==> src/inc/fast_adapt_regs.svh <==
`ifndef FAST_ADAPT_REGS_SVH
`define FAST_ADAPT_REGS_SVH
`define RESULT_ACCEPTED      8'h00
`define RESULT_REJECTED      8'h01
`define COMP_W               10
`define DEPTH_SHIFT          2
`define HSUB_GROUP           2'h3
`define VSUB_GROUP           4'h9
`define PART_COUNT           3'h4
`define FIFO_DEPTH           16
`define FIFO_AW              4
`define MAX_CHANNELS         4'h8
`endif

==> src/inc/fast_adapt_pkg.sv <==
package fast_adapt_pkg;
  typedef enum logic [1:0] {RES_FULL, RES_INTERLACE, RES_480P_PICK, RES_480P_AVG} res_mode_t;
  typedef enum logic [1:0] {NEG_IDLE, NEG_CHECK, NEG_ANSWER} neg_state_t;
endpackage

==> src/logic/adapt_fifo.sv <==
`timescale 1ns/1ps
module adapt_fifo #(
  parameter int WIDTH = 32,
  parameter int DEPTH = 16,
  parameter int AW    = 4
) (
  // Clock and reset
  input  wire logic             i_core_clk,
  input  wire logic             i_resetn,
  // Write side
  input  wire logic             i_in_valid,
  input  wire logic [WIDTH-1:0] i_in_data,
  output logic                  o_in_ready,
  // Read side
  output logic                  o_out_valid,
  output logic [WIDTH-1:0]      o_out_data,
  input  wire logic             i_out_ready
);
  logic [WIDTH-1:0] mem [DEPTH];
  logic [AW:0]      wr_ptr_reg;
  logic [AW:0]      rd_ptr_reg;
  logic             full;
  logic             empty;
  logic             push;
  logic             pop;

  assign full        = (wr_ptr_reg[AW] != rd_ptr_reg[AW]) && (wr_ptr_reg[AW-1:0] == rd_ptr_reg[AW-1:0]);
  assign empty       = wr_ptr_reg == rd_ptr_reg;
  assign o_in_ready  = !full;
  assign o_out_valid = !empty;
  assign o_out_data  = mem[rd_ptr_reg[AW-1:0]];
  assign push        = i_in_valid && !full;
  assign pop         = i_out_ready && !empty;

  always_ff @(posedge i_core_clk) begin
    if (push) begin
      mem[wr_ptr_reg[AW-1:0]] <= i_in_data;
    end
  end

  always_ff @(posedge i_core_clk or negedge i_resetn) begin
    if (!i_resetn) begin
      wr_ptr_reg <= '0;
      rd_ptr_reg <= '0;
    end else begin
      if (push) begin
        wr_ptr_reg <= wr_ptr_reg + 1'b1;
      end
      if (pop) begin
        rd_ptr_reg <= rd_ptr_reg + 1'b1;
      end
    end
  end
endmodule

==> src/logic/fast_av_format_adaptation.sv <==
`timescale 1ns/1ps
`include "fast_adapt_regs.svh"
module fast_av_format_adaptation (
  // Clock and reset
  input  wire logic                      i_core_clk,
  input  wire logic                      i_resetn,
  // Adaptation request from the sink
  input  wire logic                      i_req_valid,
  input  wire logic                      i_video_adapt_flag,
  input  wire logic                      i_audio_adapt_flag,
  input  wire logic [2:0]                i_partitions_kept,
  input  wire fast_adapt_pkg::res_mode_t i_req_res_mode,
  input  wire logic [3:0]                i_req_frame_sub,
  input  wire logic                      i_req_color_8bit,
  input  wire logic [3:0]                i_req_channels,
  input  wire logic [3:0]                i_req_audio_sub,
  input  wire logic                      i_req_sample_8bit,
  input  wire logic                      i_split_constant,
  input  wire logic                      i_accept_enable,
  // Response to the sink
  output logic                           o_resp_valid,
  output logic [7:0]                     o_adapt_result,
  // Video input (sender)
  input  wire logic                      i_vid_valid,
  input  wire logic [29:0]               i_vid_pixel,
  input  wire logic                      i_vid_sof,
  input  wire logic                      i_vid_sol,
  input  wire logic [1:0]                i_vid_partition,
  output logic                           o_vid_ready,
  // Video output (sender, reduced)
  output logic                           o_vid_valid,
  output logic [29:0]                    o_vid_pixel,
  output logic [1:0]                     o_vid_partition,
  output logic                           o_vid_split_half,
  input  wire logic                      i_vid_ready,
  // Audio input/output (sender)
  input  wire logic                      i_aud_valid,
  input  wire logic [3:0]                i_aud_channel,
  input  wire logic [9:0]                i_aud_sample,
  output logic                           o_aud_valid,
  output logic [3:0]                     o_aud_channel,
  output logic [9:0]                     o_aud_sample,
  // Receiver side restore
  input  wire logic                      i_rx_valid,
  input  wire logic [29:0]               i_rx_pixel,
  input  wire logic                      i_rx_aud_valid,
  input  wire logic [9:0]                i_rx_aud_sample,
  output logic                           o_disp_valid,
  output logic [29:0]                    o_disp_pixel,
  output logic [1:0]                     o_disp_copy_idx,
  output logic                           o_spk_valid,
  output logic [9:0]                     o_spk_sample,
  output logic [3:0]                     o_spk_channel,
  // Active parameter status
  output logic                           o_video_active,
  output logic                           o_audio_active
);
  import fast_adapt_pkg::*;

  function automatic logic [29:0] shift_pix(input logic [29:0] p, input logic right);
    logic [29:0] r;
    r = '0;
    for (int i = 0; i < 3; i++) begin
      r[i*10 +: 10] = right ? (p[i*10 +: 10] >> `DEPTH_SHIFT) : (p[i*10 +: 10] << `DEPTH_SHIFT);
    end
    return r;
  endfunction

  // Accepted parameter set, shared by both directions
  neg_state_t neg_reg;
  logic       req_ok;
  logic       vid_on_reg, aud_on_reg, col8_reg, smp8_reg;
  res_mode_t  res_reg;
  logic [2:0] part_reg;
  logic [3:0] fsub_reg, chan_reg, asub_reg;
  logic       resp_valid_reg;
  logic [7:0] result_reg;

  assign req_ok = i_accept_enable && (i_video_adapt_flag || i_audio_adapt_flag)
                  && i_partitions_kept != 3'h0 && i_partitions_kept <= `PART_COUNT;

  always_ff @(posedge i_core_clk or negedge i_resetn) begin
    if (!i_resetn) begin
      neg_reg        <= NEG_IDLE;
      resp_valid_reg <= 1'b0;
      result_reg     <= `RESULT_ACCEPTED;
      vid_on_reg     <= 1'b0;
      aud_on_reg     <= 1'b0;
      res_reg        <= RES_FULL;
      part_reg       <= `PART_COUNT;
      fsub_reg       <= 4'h0;
      col8_reg       <= 1'b0;
      chan_reg       <= `MAX_CHANNELS;
      asub_reg       <= 4'h0;
      smp8_reg       <= 1'b0;
    end else begin
      resp_valid_reg <= 1'b0;
      case (neg_reg)
        NEG_IDLE: begin
          if (i_req_valid) begin
            neg_reg <= NEG_ANSWER;
            resp_valid_reg <= 1'b1;
            result_reg <= req_ok ? `RESULT_ACCEPTED : `RESULT_REJECTED;
            if (req_ok) begin
              vid_on_reg <= i_video_adapt_flag;
              aud_on_reg <= i_audio_adapt_flag;
              res_reg    <= i_req_res_mode;
              part_reg   <= i_partitions_kept;
              fsub_reg   <= i_req_frame_sub;
              col8_reg   <= i_req_color_8bit;
              chan_reg   <= i_req_channels;
              asub_reg   <= i_req_audio_sub;
              smp8_reg   <= i_req_sample_8bit;
            end
          end
        end
        NEG_ANSWER: neg_reg <= NEG_IDLE;
        default:    neg_reg <= NEG_IDLE;
      endcase
    end
  end

  // Video position tracking
  logic [0:0] line_par_reg;
  logic       frame_par_reg;
  logic [1:0] hcnt_reg;
  logic [3:0] vcnt_reg, fcnt_reg;
  logic [10:0] avg_acc [3];
  logic       line_par_cur;
  logic       frame_par_cur;
  logic [3:0] vcnt_cur;
  logic [3:0] fcnt_cur;
  logic       keep;
  logic       line_keep;
  logic       pix_keep;
  logic       part_keep;
  logic       frame_keep;
  logic [29:0] v_pix;
  logic [1:0] hpos;
  logic       fifo_in_ready, fifo_out_valid;
  logic [31:0] fifo_out_data;
  logic       fifo_push;

  assign hpos = i_vid_sol ? 2'h0 : hcnt_reg;

  // Position of the beat on the pins, so the first pixel of a line or frame is judged by its own line
  assign line_par_cur  = i_vid_sof ? 1'b0 : (i_vid_sol ? ~line_par_reg[0] : line_par_reg[0]);
  assign frame_par_cur = i_vid_sof ? ~frame_par_reg : frame_par_reg;
  assign vcnt_cur      = i_vid_sof ? 4'h1 : (!i_vid_sol ? vcnt_reg :
                         ((vcnt_reg == `VSUB_GROUP) ? 4'h1 : vcnt_reg + 4'h1));
  assign fcnt_cur      = !i_vid_sof ? fcnt_reg : ((fcnt_reg >= fsub_reg) ? 4'h0 : fcnt_reg + 4'h1);

  always_comb begin
    line_keep = 1'b1;
    pix_keep  = 1'b1;
    case (res_reg)
      RES_INTERLACE: line_keep = line_par_cur == frame_par_cur;
      RES_480P_PICK, RES_480P_AVG: begin
        line_keep = !vcnt_cur[0];
        pix_keep  = hpos == 2'h2;
      end
      default: begin
        line_keep = 1'b1;
        pix_keep  = 1'b1;
      end
    endcase
    if (!vid_on_reg) begin
      line_keep = 1'b1;
      pix_keep  = 1'b1;
    end
  end

  // Sub-packets of the highest partitions are dropped first
  assign part_keep  = !vid_on_reg || ({1'b0, i_vid_partition} < part_reg);
  assign frame_keep = !vid_on_reg || fsub_reg == 4'h0 || fcnt_cur == 4'h0;
  assign keep       = line_keep && pix_keep && part_keep && frame_keep;

  always_comb begin
    v_pix = i_vid_pixel;
    if (vid_on_reg && res_reg == RES_480P_AVG) begin
      for (int i = 0; i < 3; i++) begin
        v_pix[i*10 +: 10] = 10'((32'(i_vid_pixel[i*10 +: 10]) + 32'(avg_acc[i])) / 3);
      end
    end
    if (vid_on_reg && col8_reg) begin
      v_pix = shift_pix(v_pix, 1'b1);
    end
  end

  always_ff @(posedge i_core_clk or negedge i_resetn) begin
    if (!i_resetn) begin
      avg_acc[0] <= '0;
      avg_acc[1] <= '0;
      avg_acc[2] <= '0;
    end else if (i_vid_valid && o_vid_ready) begin
      for (int i = 0; i < 3; i++) begin
        avg_acc[i] <= (hpos == 2'h2) ? 11'h000 :
                      ((hpos == 2'h0) ? 11'({1'b0, i_vid_pixel[i*10 +: 10]})
                                      : avg_acc[i] + 11'(i_vid_pixel[i*10 +: 10]));
      end
    end
  end

  always_ff @(posedge i_core_clk or negedge i_resetn) begin
    if (!i_resetn) begin
      hcnt_reg      <= 2'h0;
      vcnt_reg      <= 4'h1;
      line_par_reg  <= 1'b0;
      // First frame after reset counts as frame zero and is never dropped
      frame_par_reg <= 1'b1;
      fcnt_reg      <= 4'hf;
    end else if (i_vid_valid && o_vid_ready) begin
      hcnt_reg      <= (hpos == `HSUB_GROUP - 2'h1) ? 2'h0 : hpos + 2'h1;
      vcnt_reg      <= vcnt_cur;
      line_par_reg  <= line_par_cur;
      frame_par_reg <= frame_par_cur;
      fcnt_reg      <= fcnt_cur;
    end
  end

  assign o_vid_ready = fifo_in_ready;
  assign fifo_push   = i_vid_valid && keep;

  adapt_fifo #(.WIDTH(32), .DEPTH(`FIFO_DEPTH), .AW(`FIFO_AW)) u_fifo (
    .i_core_clk  (i_core_clk),
    .i_resetn    (i_resetn),
    .i_in_valid  (fifo_push),
    .i_in_data   ({i_vid_partition, v_pix}),
    .o_in_ready  (fifo_in_ready),
    .o_out_valid (fifo_out_valid),
    .o_out_data  (fifo_out_data),
    .i_out_ready (i_vid_ready)
  );

  logic split_reg;
  always_ff @(posedge i_core_clk or negedge i_resetn) begin
    if (!i_resetn) begin
      o_vid_valid      <= 1'b0;
      o_vid_pixel      <= '0;
      o_vid_partition  <= 2'h0;
      o_vid_split_half <= 1'b0;
      split_reg        <= 1'b0;
    end else begin
      o_vid_valid     <= fifo_out_valid && i_vid_ready;
      o_vid_pixel     <= fifo_out_data[29:0];
      o_vid_partition <= fifo_out_data[31:30];
      if (fifo_out_valid && i_vid_ready) begin
        split_reg <= ~split_reg;
      end
      o_vid_split_half <= i_split_constant && vid_on_reg && part_reg == 3'h2 && split_reg;
    end
  end

  // Audio sender
  logic [3:0] acnt_reg;
  always_ff @(posedge i_core_clk or negedge i_resetn) begin
    if (!i_resetn) begin
      acnt_reg      <= 4'h0;
      o_aud_valid   <= 1'b0;
      o_aud_channel <= 4'h0;
      o_aud_sample  <= '0;
    end else begin
      o_aud_valid   <= 1'b0;
      o_aud_channel <= i_aud_channel;
      o_aud_sample  <= (aud_on_reg && smp8_reg) ? i_aud_sample >> `DEPTH_SHIFT : i_aud_sample;
      if (i_aud_valid) begin
        if (i_aud_channel == 4'h0) begin
          acnt_reg <= (acnt_reg >= asub_reg) ? 4'h0 : acnt_reg + 4'h1;
        end
        o_aud_valid <= !aud_on_reg ||
                       ((i_aud_channel < chan_reg) && (asub_reg == 4'h0 || acnt_reg == 4'h0));
      end
    end
  end

  // Receiver restore: replicate pixels, partitions and samples
  logic [1:0] rep_reg;
  logic [1:0] rep_max;
  assign rep_max = !vid_on_reg ? 2'h0 : (res_reg == RES_480P_PICK || res_reg == RES_480P_AVG) ? 2'h2
                   : (part_reg < `PART_COUNT ? 2'(`PART_COUNT / part_reg - 3'h1) : 2'h0);
  logic [29:0] hold_pix;
  always_ff @(posedge i_core_clk or negedge i_resetn) begin
    if (!i_resetn) begin
      rep_reg         <= 2'h0;
      hold_pix        <= '0;
      o_disp_valid    <= 1'b0;
      o_disp_pixel    <= '0;
      o_disp_copy_idx <= 2'h0;
    end else begin
      o_disp_valid <= 1'b0;
      if (i_rx_valid) begin
        hold_pix        <= i_rx_pixel;
        rep_reg         <= rep_max;
        o_disp_valid    <= 1'b1;
        o_disp_copy_idx <= 2'h0;
        o_disp_pixel    <= (vid_on_reg && col8_reg) ? shift_pix(i_rx_pixel, 1'b0) : i_rx_pixel;
      end else if (rep_reg != 2'h0) begin
        rep_reg         <= rep_reg - 2'h1;
        o_disp_valid    <= 1'b1;
        o_disp_copy_idx <= o_disp_copy_idx + 2'h1;
        o_disp_pixel    <= (vid_on_reg && col8_reg) ? shift_pix(hold_pix, 1'b0) : hold_pix;
      end
    end
  end

  logic [3:0] arep_reg;
  logic [9:0] ahold;
  always_ff @(posedge i_core_clk or negedge i_resetn) begin
    if (!i_resetn) begin
      arep_reg      <= 4'h0;
      ahold         <= '0;
      o_spk_valid   <= 1'b0;
      o_spk_sample  <= '0;
      o_spk_channel <= 4'h0;
    end else begin
      o_spk_valid <= 1'b0;
      if (i_rx_aud_valid) begin
        ahold         <= (aud_on_reg && smp8_reg) ? i_rx_aud_sample << `DEPTH_SHIFT : i_rx_aud_sample;
        arep_reg      <= aud_on_reg ? `MAX_CHANNELS - 4'h1 : 4'h0;
        o_spk_valid   <= 1'b1;
        o_spk_channel <= 4'h0;
        o_spk_sample  <= (aud_on_reg && smp8_reg) ? i_rx_aud_sample << `DEPTH_SHIFT : i_rx_aud_sample;
      end else if (arep_reg != 4'h0) begin
        arep_reg      <= arep_reg - 4'h1;
        o_spk_valid   <= 1'b1;
        o_spk_channel <= o_spk_channel + 4'h1;
        o_spk_sample  <= ahold;
      end
    end
  end

  assign o_resp_valid   = resp_valid_reg;
  assign o_adapt_result = result_reg;
  assign o_video_active = vid_on_reg;
  assign o_audio_active = aud_on_reg;

  a_resp_follows: assert property (@(posedge i_core_clk) disable iff (!i_resetn)
    i_req_valid && neg_reg == NEG_IDLE |=> o_resp_valid) else $error("no response");
  a_result_legal: assert property (@(posedge i_core_clk) disable iff (!i_resetn)
    o_resp_valid |-> o_adapt_result <= 8'h01) else $error("reserved result");
  a_reject_keeps: assert property (@(posedge i_core_clk) disable iff (!i_resetn)
    o_resp_valid && o_adapt_result == 8'h01 |-> $stable(vid_on_reg)) else $error("format changed");
  a_accept_flags: assert property (@(posedge i_core_clk) disable iff (!i_resetn)
    i_req_valid && neg_reg == NEG_IDLE && req_ok |=> vid_on_reg == $past(i_video_adapt_flag))
    else $error("flag not taken");
  a_part_drop: assert property (@(posedge i_core_clk) disable iff (!i_resetn)
    vid_on_reg && {1'b0, i_vid_partition} >= part_reg |-> !fifo_push) else $error("partition kept");
  a_field_parity: assert property (@(posedge i_core_clk) disable iff (!i_resetn)
    vid_on_reg && res_reg == RES_INTERLACE && line_par_cur != frame_par_cur |-> !fifo_push)
    else $error("wrong line kept");
  a_vert_nine: assert property (@(posedge i_core_clk) disable iff (!i_resetn)
    vid_on_reg && res_reg == RES_480P_PICK && vcnt_cur[0] |-> !fifo_push) else $error("line kept");
  a_pix_shift: assert property (@(posedge i_core_clk) disable iff (!i_resetn)
    i_rx_valid && vid_on_reg && col8_reg |=> o_disp_pixel[1:0] == 2'h0) else $error("no left shift");
  c_accept: cover property (@(posedge i_core_clk) o_resp_valid && o_adapt_result == 8'h00);
  c_reject: cover property (@(posedge i_core_clk) o_resp_valid && o_adapt_result == 8'h01);
  c_repeat: cover property (@(posedge i_core_clk) o_disp_valid && o_disp_copy_idx == 2'h2);
endmodule

==> config.mk <==
export PLATFORM = sky130hd
export DESIGN_NAME = fast_av_format_adaptation
export DESIGN_NICKNAME = d
export VERILOG_FILES = /design/src/inc/fast_adapt_pkg.sv /design/src/logic/adapt_fifo.sv /design/src/logic/fast_av_format_adaptation.sv
export VERILOG_INCLUDE_DIRS = /design/src /design/src/inc
export SDC_FILE = /design/constraint.sdc
export NUM_CORES = 1
export LEC_CHECK = 0
export ABC_CLOCK_PERIOD_IN_PS = 15400
export BUFFER_PORTS_ARGS = -buffer_cell sky130_fd_sc_hd__buf_4
export CORE_ASPECT_RATIO = 1.25
export CORE_MARGIN = 5
export CORE_UTILIZATION = 60
export CTS_CLUSTER_DIAMETER = 200
export DETAILED_ROUTE_END_ITERATION = 8
export PLACE_DENSITY_LB_ADDON = 0.08
export SLEW_MARGIN = 10
export SYNTH_ARGS = -nofsm -noshare
export SYNTH_HDL_FRONTEND = slang
export SYNTH_SLANG_ARGS = --single-unit
==> constraint.sdc <==
create_clock -name i_core_clk -period 15.4 [get_ports i_core_clk]
set_input_delay 0.77 -clock i_core_clk [delete_from_list [all_inputs] [get_ports i_core_clk]]
set_output_delay 0.77 -clock i_core_clk [all_outputs]
set_load 0.01 [all_outputs]
# [Yosys cells after proc, flatten, opt, wreduce, memory -nomap -nowiden]
# Memories as Yosys holds them, arrays and structs flattened. A register that Yosys moved wholly into a read port is not among the register bits.
# Cells that the tools add are included.
[totals] wordCells=186 output_inout_bits=109 reg_bits=203 mem_count=1 ramBits=512 in_bits=119
[memory_table] name="u_fifo.mem" words=16 width=32 rd=1 rd_ports_with_merged_regs=1 wr=1 line_no="adapt_fifo.sv:19" text="logic [WIDTH-1:0] mem [DEPTH];"
[classes] bitwise_logic=3 n_div=4 muxes=55 magnitude_cmp=6 n_eq_ne=11 n_reduce_logical=49 addsub=17
[ops] op="$mux W30" n=6
[ops] op="$div A32 B2 Y32 const B" n=3
[ops] op="$mux W11" n=6
[ops] op="$mux W10" n=4
[ops] op="$mux W4" n=10
[ops] op="$add A10 B11 Y12" n=3
[ops] op="$add A11 B10 Y11" n=3
[ops] op="$mux W2" n=11
[ops] op="$logic_not A4 Y1" n=5
[ops] op="$logic_and A1 B1 Y1" n=18
[ops] op="$add A4 B1 Y4 const B" n=4
[ops] op="$mux W1" n=16
[ops] op="$add A5 B1 Y5 const B" n=2
[ops] op="$ge A4 B4 Y1" n=2
[ops] op="$reduce_bool A2 Y1" n=4
[ops] op="$logic_or A1 B1 Y1" n=7
[ops] op="$eq A2 B2 Y1 const B" n=3
[ops] op="$logic_not A1 Y1" n=6
[ops] op="$reduce_and A2 Y1" n=3
[ops] op="$eq A5 B5 Y1" n=1
[ops] op="$add A2 B1 Y2 const B" n=2
[ops] op="$eq A4 B4 Y1" n=1
[ops] op="$eq A4 B4 Y1 const B" n=1
[ops] op="$logic_not A2 Y1" n=2
[ops] op="19 further kinds" n=22

# [Logic depth before layout (Yosys ltp)]
[logic_depth] ltp_word=14 ltp_mapped=28

# [Hierarchy]
# Synthesis repeated with hierarchy kept, for this count alone.
[hier_totals] cells_unflattened=2481 hier_area_um2=34368.0
[by_module_without_submodules] module="adapt_fifo" area_per_inst_um2=19935.4 instances=1 seq_area_each_um2=15625.0 cells_per_inst=869
[by_module_without_submodules] module="fast_av_format_adaptation" area_per_inst_um2=14432.6 instances=1 seq_area_each_um2=5440.2 cells_per_inst=1612

# [Least setup slack after synthesis]
# No wires, ideal clock.
[synth_timing] path_type="input port to flip-flop" from="input port i_vid_pixel[20]" to="memory u_fifo.mem[0][20] (data pin)" slack_ps=8779 arrival_time_ps=6243 path_stages=25 required_time_ps=15021 cell_sequence="ha_1 fa_1 a211oi_1 o21bai_2 o211a_1 nor3_1 ha_1 nand2b_1 o22ai_1 o2111a_1 or4_1 buf_2 o21a_2 or3_1 buf_6 xnor2_2 nand4_1 nand2_2 mux2_2 ha_1 nand2b_1 a21o_1 or3_1 nand4_1 nand4_1"
[synth_between] elab_chain_cells=4
[synth_rtl] element="from (decl)" line_no="fast_av_format_adaptation.sv:25" text="input wire logic [29:0] i_vid_pixel,"
[synth_rtl] element="$add A10 B11 Y12" line_no="fast_av_format_adaptation.sv:182" text="v_pix[i*10 +: 10] = 10'((32'(i_vid_pixel[i*10 +: 10]) + 32'(avg_acc[i])) / 3);"
[synth_rtl] element="$div A32 B2 Y32" line_no="fast_av_format_adaptation.sv:182"
[synth_rtl] element="$mux W30 (*)" line_no="fast_av_format_adaptation.sv:180" text="if (vid_on_reg && res_reg == RES_480P_AVG) begin"
[synth_rtl] element="$mux W30 (*)" line_no="fast_av_format_adaptation.sv:185" text="if (vid_on_reg && col8_reg) begin"
[synth_rtl] element="named net u_fifo.i_in_data[20]" line_no="adapt_fifo.sv:12" text="input wire logic [WIDTH-1:0] i_in_data,"
[synth_rtl] element="to (decl)" line_no="adapt_fifo.sv:19"
# The timed path passes the listed nets; every way through them passes the cells marked *.

# [Worst setup path in the final report]
[layout_timing] from="register avg_acc[0] (netlist name)" to="memory u_fifo.mem[4][20] (data pin)"
[layout_between] elab_chain_cells=4
[layout_rtl] element="from (decl)" line_no="fast_av_format_adaptation.sv:128" text="logic [10:0] avg_acc [3];"
[layout_rtl] element="from (signal, indexed assignment)" line_no="fast_av_format_adaptation.sv:197" text="avg_acc[i] <= (hpos == 2'h2) ? 11'h000 :"
[layout_rtl] element="$add A10 B11 Y12" line_no="fast_av_format_adaptation.sv:182"
[layout_rtl] element="$div A32 B2 Y32" line_no="fast_av_format_adaptation.sv:182"
[layout_rtl] element="$mux W30" line_no="fast_av_format_adaptation.sv:180"
[layout_rtl] element="$mux W30" line_no="fast_av_format_adaptation.sv:185"
[layout_rtl] element="named net u_fifo.i_in_data[20]" line_no="adapt_fifo.sv:12"
# The timed path passes the listed nets, and every way through them passes these cells.

==> impl_metrics.json <==
{
  "reg2regPathDepth": 23,
  "place_inst": 3190,
  "setup_violations": 0,
  "intPower_mw": 5.43,
  "flow.area_growth_from_synthesis_pct": 15.1,
  "path_max_fanout": 16,
  "synth-edff-count": 512,
  "floorplan.core_area_sq_um": 55800,
  "slew-limit-headroom_pct": 14.8,
  "vias": 21300,
  "synth_cell_types": 109,
  "synth.most_common_cell": "sky130_fd_sc_hd__edfxtp_1",
  "vdd_drop_max_v": 0.000153,
  "clock_sinks": 739,
  "worst_ep_required_time_ns": 15.53,
  "die_h_microns": 275,
  "number_of_flip_flops_in_the_largest_register": 512,
  "pre_cts_slack_ns": 7.76,
  "insertion_delay_ns": 0.62,
  "r2r_start": "avg_acc[0]",
  "r2r-end": "u_fifo.mem[4][20]",
  "fin_util_pct": 69.4,
  "outcome": "finished, final reports clean",
  "synth_area_leader_cell": "sky130_fd_sc_hd__edfxtp_1",
  "reg2reg_setup_slack_ns": 8.10,
  "grt_max_degree": 107,
  "io_buffers": 220,
  "io_pins": 228,
  "die_w_microns": 222,
  "cts_tree": "yes",
  "clock_tree.buffer_depth": 3,
  "detail_route.first_pass.iterations": 6,
  "postSynth.topFlopCell": "sky130_fd_sc_hd__edfxtp_1",
  "post_dp_cell_area_sq_um": 36300,
  "detail_route.wl_per_cell_microns": 26.1,
  "grt_setup_unrepaired": "false",
  "worst_hold_path_type": "in2async",
  "dp_hpwl_microns": 53600,
  "switchingPower_mw": 3.51,
  "tns_ns": 0,
  "fin_crit_sh_pct": 47.4,
  "leakage_nw": 14.4,
  "post_synth_main_area_contributors": "sky130_fd_sc_hd__edfxtp_1 (46%), sky130_fd_sc_hd__dfrtp_1 (16%), sky130_fd_sc_hd__mux4_2 (11%)",
  "routabilityCongestion": 0.954,
  "holdBufCountCts": 0,
  "final_layout_size_suffix_gt1_share_pct": 25.9,
  "yosysWarningCount": 0,
  "power.clock.fraction_pct": 20.3,
  "critical_path.max_stage_delay_ns": 0.66,
  "layoutNonFillerInstCount": 3328,
  "synth_top_cell_area_share_pct": 45.7,
  "post_synth_inst_count": 2289,
  "fraction_of_synthesis_flops_using_an_asynchronous_set_or_reset_pin_pct": 30.7,
  "sort_of_element_at_the_start_of_the_critical_path": "flop",
  "timing.fmax_ghz": 0.137,
  "worst_clock_skew_ns": 0.0205,
  "grt_antenna_before_repair": 4,
  "timing.critical_path.arrival_ns": 7.43,
  "detail-route-antenna-nets": 0,
  "number_of_global_route_vias_before_repair": 21700,
  "synth_sequential_area_ratio_pct": 62.6,
  "routed_wl_microns": 86700,
  "worst_slew_pin_slew_ns": 1.27,
  "layout_setup_ws_ns": 8.10,
  "power_density_nw_per_um2": 231,
  "critPathSlowestCell": "sky130_fd_sc_hd__or4_1",
  "grt_first_pass_wirelength_microns": 132000,
  "floorplan.rows": 97,
  "ctsRootBufferMaster": "sky130_fd_sc_hd__clkbuf_16",
  "critPathCaptureType": "flop",
  "finish.net_count": 2709,
  "critical_path_class": "reg2reg",
  "vias_per_cell": 6.40,
  "final_slew_viol_count": 0,
  "net_switching_share_of_the_total_power_pct": 39.3,
  "post_cts.resized_instances": 0,
  "hold_viol_final": 0,
  "yosys_register_bits": 739,
  "period_minus_slack_ns": 7.30,
  "initial_core_utilization_pct": 60.3,
  "register_share_of_total_power_pct": 32.4,
  "cts-buffers-inserted": 73,
  "post-route-drc-count": 0,
  "synth_area_sq_um": 33600,
  "global_route.usage.total_pct": 28.4,
  "cts_setup_buffers": 0,
  "h-tree-depth": 3,
  "detailedRoute.firstIterationViolations": 1808,
  "post_synth_most_frequent_cells": "sky130_fd_sc_hd__edfxtp_1 (512), sky130_fd_sc_hd__dfrtp_1 (219), sky130_fd_sc_hd__mux4_2 (160)",
  "cap_viol_max_count": 0,
  "gr-total-overflow": 0,
  "cts.clk_slew.worst_paths_ns": 0.06,
  "syn_avg_cell_area_sq_um": 14.7,
  "share_comb_of_total_power_pct": 47.3,
  "critical_path.cell_chain": "ha_1 > fa_1 > a211oi_1 > o21bai_2 > o211a_1 > nor3_1 > ha_1 > nand2b_1 > o22ai_1 > o2111a_1 > or4_1 > o21a_2 > or3_1 > xnor2_2 > nand4_1 > nand2_2 > mux2_2 > ha_1 > nand2b_1 > a21o_1 > or3_1 > nand4_1 > nand4_1",
  "design.die.area_sq_um": 60900,
  "final_area_sq_um": 38700
}
[layout by cell type (no fill, tap or decap), types with 15 or more instances in the layout]
master / Yosys / routed
sky130_fd_sc_hd__xor2_1: 29 / 29
sky130_fd_sc_hd__mux2i_1: 50 / 48
sky130_fd_sc_hd__edfxtp_1: 512 / 512
sky130_fd_sc_hd__clkbuf_1: 75 / 17
sky130_fd_sc_hd__a22o_1: 18 / 18
sky130_fd_sc_hd__nand2b_1: 21 / 21
sky130_fd_sc_hd__buf_4: 7 / 263
sky130_fd_sc_hd__inv_1: 58 / 58
sky130_fd_sc_hd__o21a_1: 15 / 15
sky130_fd_sc_hd__nor4_1: 17 / 17
sky130_fd_sc_hd__dfrtp_1: 219 / 215
sky130_fd_sc_hd__and2_1: 16 / 15
sky130_fd_sc_hd__o21ai_0: 121 / 121
sky130_fd_sc_hd__nor2b_1: 19 / 19
sky130_fd_sc_hd__nand2_1: 146 / 145
sky130_fd_sc_hd__clkinv_2: 0 / 15
sky130_fd_sc_hd__o21ai_1: 16 / 16
sky130_fd_sc_hd__nand3_1: 34 / 34
sky130_fd_sc_hd__xnor2_1: 37 / 37
sky130_fd_sc_hd__nor3_1: 31 / 27
sky130_fd_sc_hd__clkbuf_16: 0 / 75
sky130_fd_sc_hd__a211oi_1: 22 / 21
sky130_fd_sc_hd__mux4_2: 160 / 160
sky130_fd_sc_hd__a21oi_1: 106 / 105
sky130_fd_sc_hd__ha_1: 64 / 64
sky130_fd_sc_hd__nor2_1: 144 / 130
sky130_fd_sc_hd__mux2_2: 60 / 60
[logic make-up (layout without fill, tap and decap cells)]
group	after synthesis	in the layout	share of synthesized area, %
AO/OA/AOI/OAI	473	473	9.56
multiplexers	271	271	14.2
flip-flops	739	739	62.6
other	1	11	0.0111
adder cells (fa/ha/maj)	69	69	2.62
buffers and inverters	172	459	2.07
AND/OR/NAND/NOR	495	495	7.00
XOR/XNOR	69	69	1.88
[routing by layer]
metal	global-route usage, %	share of wire [%]
met3	4.48	6.6
met2	50.9	53
met1	36.4	37
met5	0	0
met4	8.49	2.9
[critical path: cells and delay by family, from the launching register on]
family          cells  cell delay [ns]
mux                 1             0.36
xor+xnor            1             0.19
compound gates      7             1.45
fa+ha+maj           4             1.06
flops               1             0.38
simple gates       10             3.37
[power by group through the flow]
stage / sequential [mW] / clock (mW) / combinational [mW]
2_1_floorplan: 2.85 / 0 / 3.09
3_3_place_gp: 2.91 / 0 / 4.02
3_5_place_dp: 2.93 / 0 / 4.14
4_1_cts: 2.90 / 1.85 / 4.18
5_1_grt: 2.94 / 1.94 / 4.60
6_report: 2.89 / 1.82 / 4.22
[how the worst max path moves through the flow]
stage,start,end,depth (start not counted)
6_report,avg_acc[0],u_fifo.mem[4][20],23
3_3_place_gp,i_vid_pixel[20],u_fifo.mem[0][20],24
4_1_cts,avg_acc[0],u_fifo.mem[4][20],23
3_5_place_dp,i_vid_pixel[20],u_fifo.mem[0][20],24
2_1_floorplan,i_vid_pixel[20],u_fifo.mem[0][20],25
5_1_grt,avg_acc[22],u_fifo.mem[1][1],25
[stage by stage]
step,power [mW],hold slack (ns)
after detailed placement,7.07,0.417
after CTS,8.93,0.206
after global routing,9.48,0.158
after floorplan,5.94,0.403
after global placement,6.93,0.417
final,8.94,0.0795
[area by class of cell]
| cell class | count | area (sq um) |
|---|---|---|
| diodes | 3 | 7.51 |
| clock buffers | 95 | 1980 |
| clock inverters | 40 | 463 |
| fillers | 3756 | 17100 |
| inverters | 60 | 225 |
| multi-input cells | 1385 | 12100 |
| flip-flops and latches | 739 | 21100 |
| well taps | 742 | 928 |
| repair buffers | 264 | 1990 |
No activity file was read; power rests on OpenSTA's default activity.
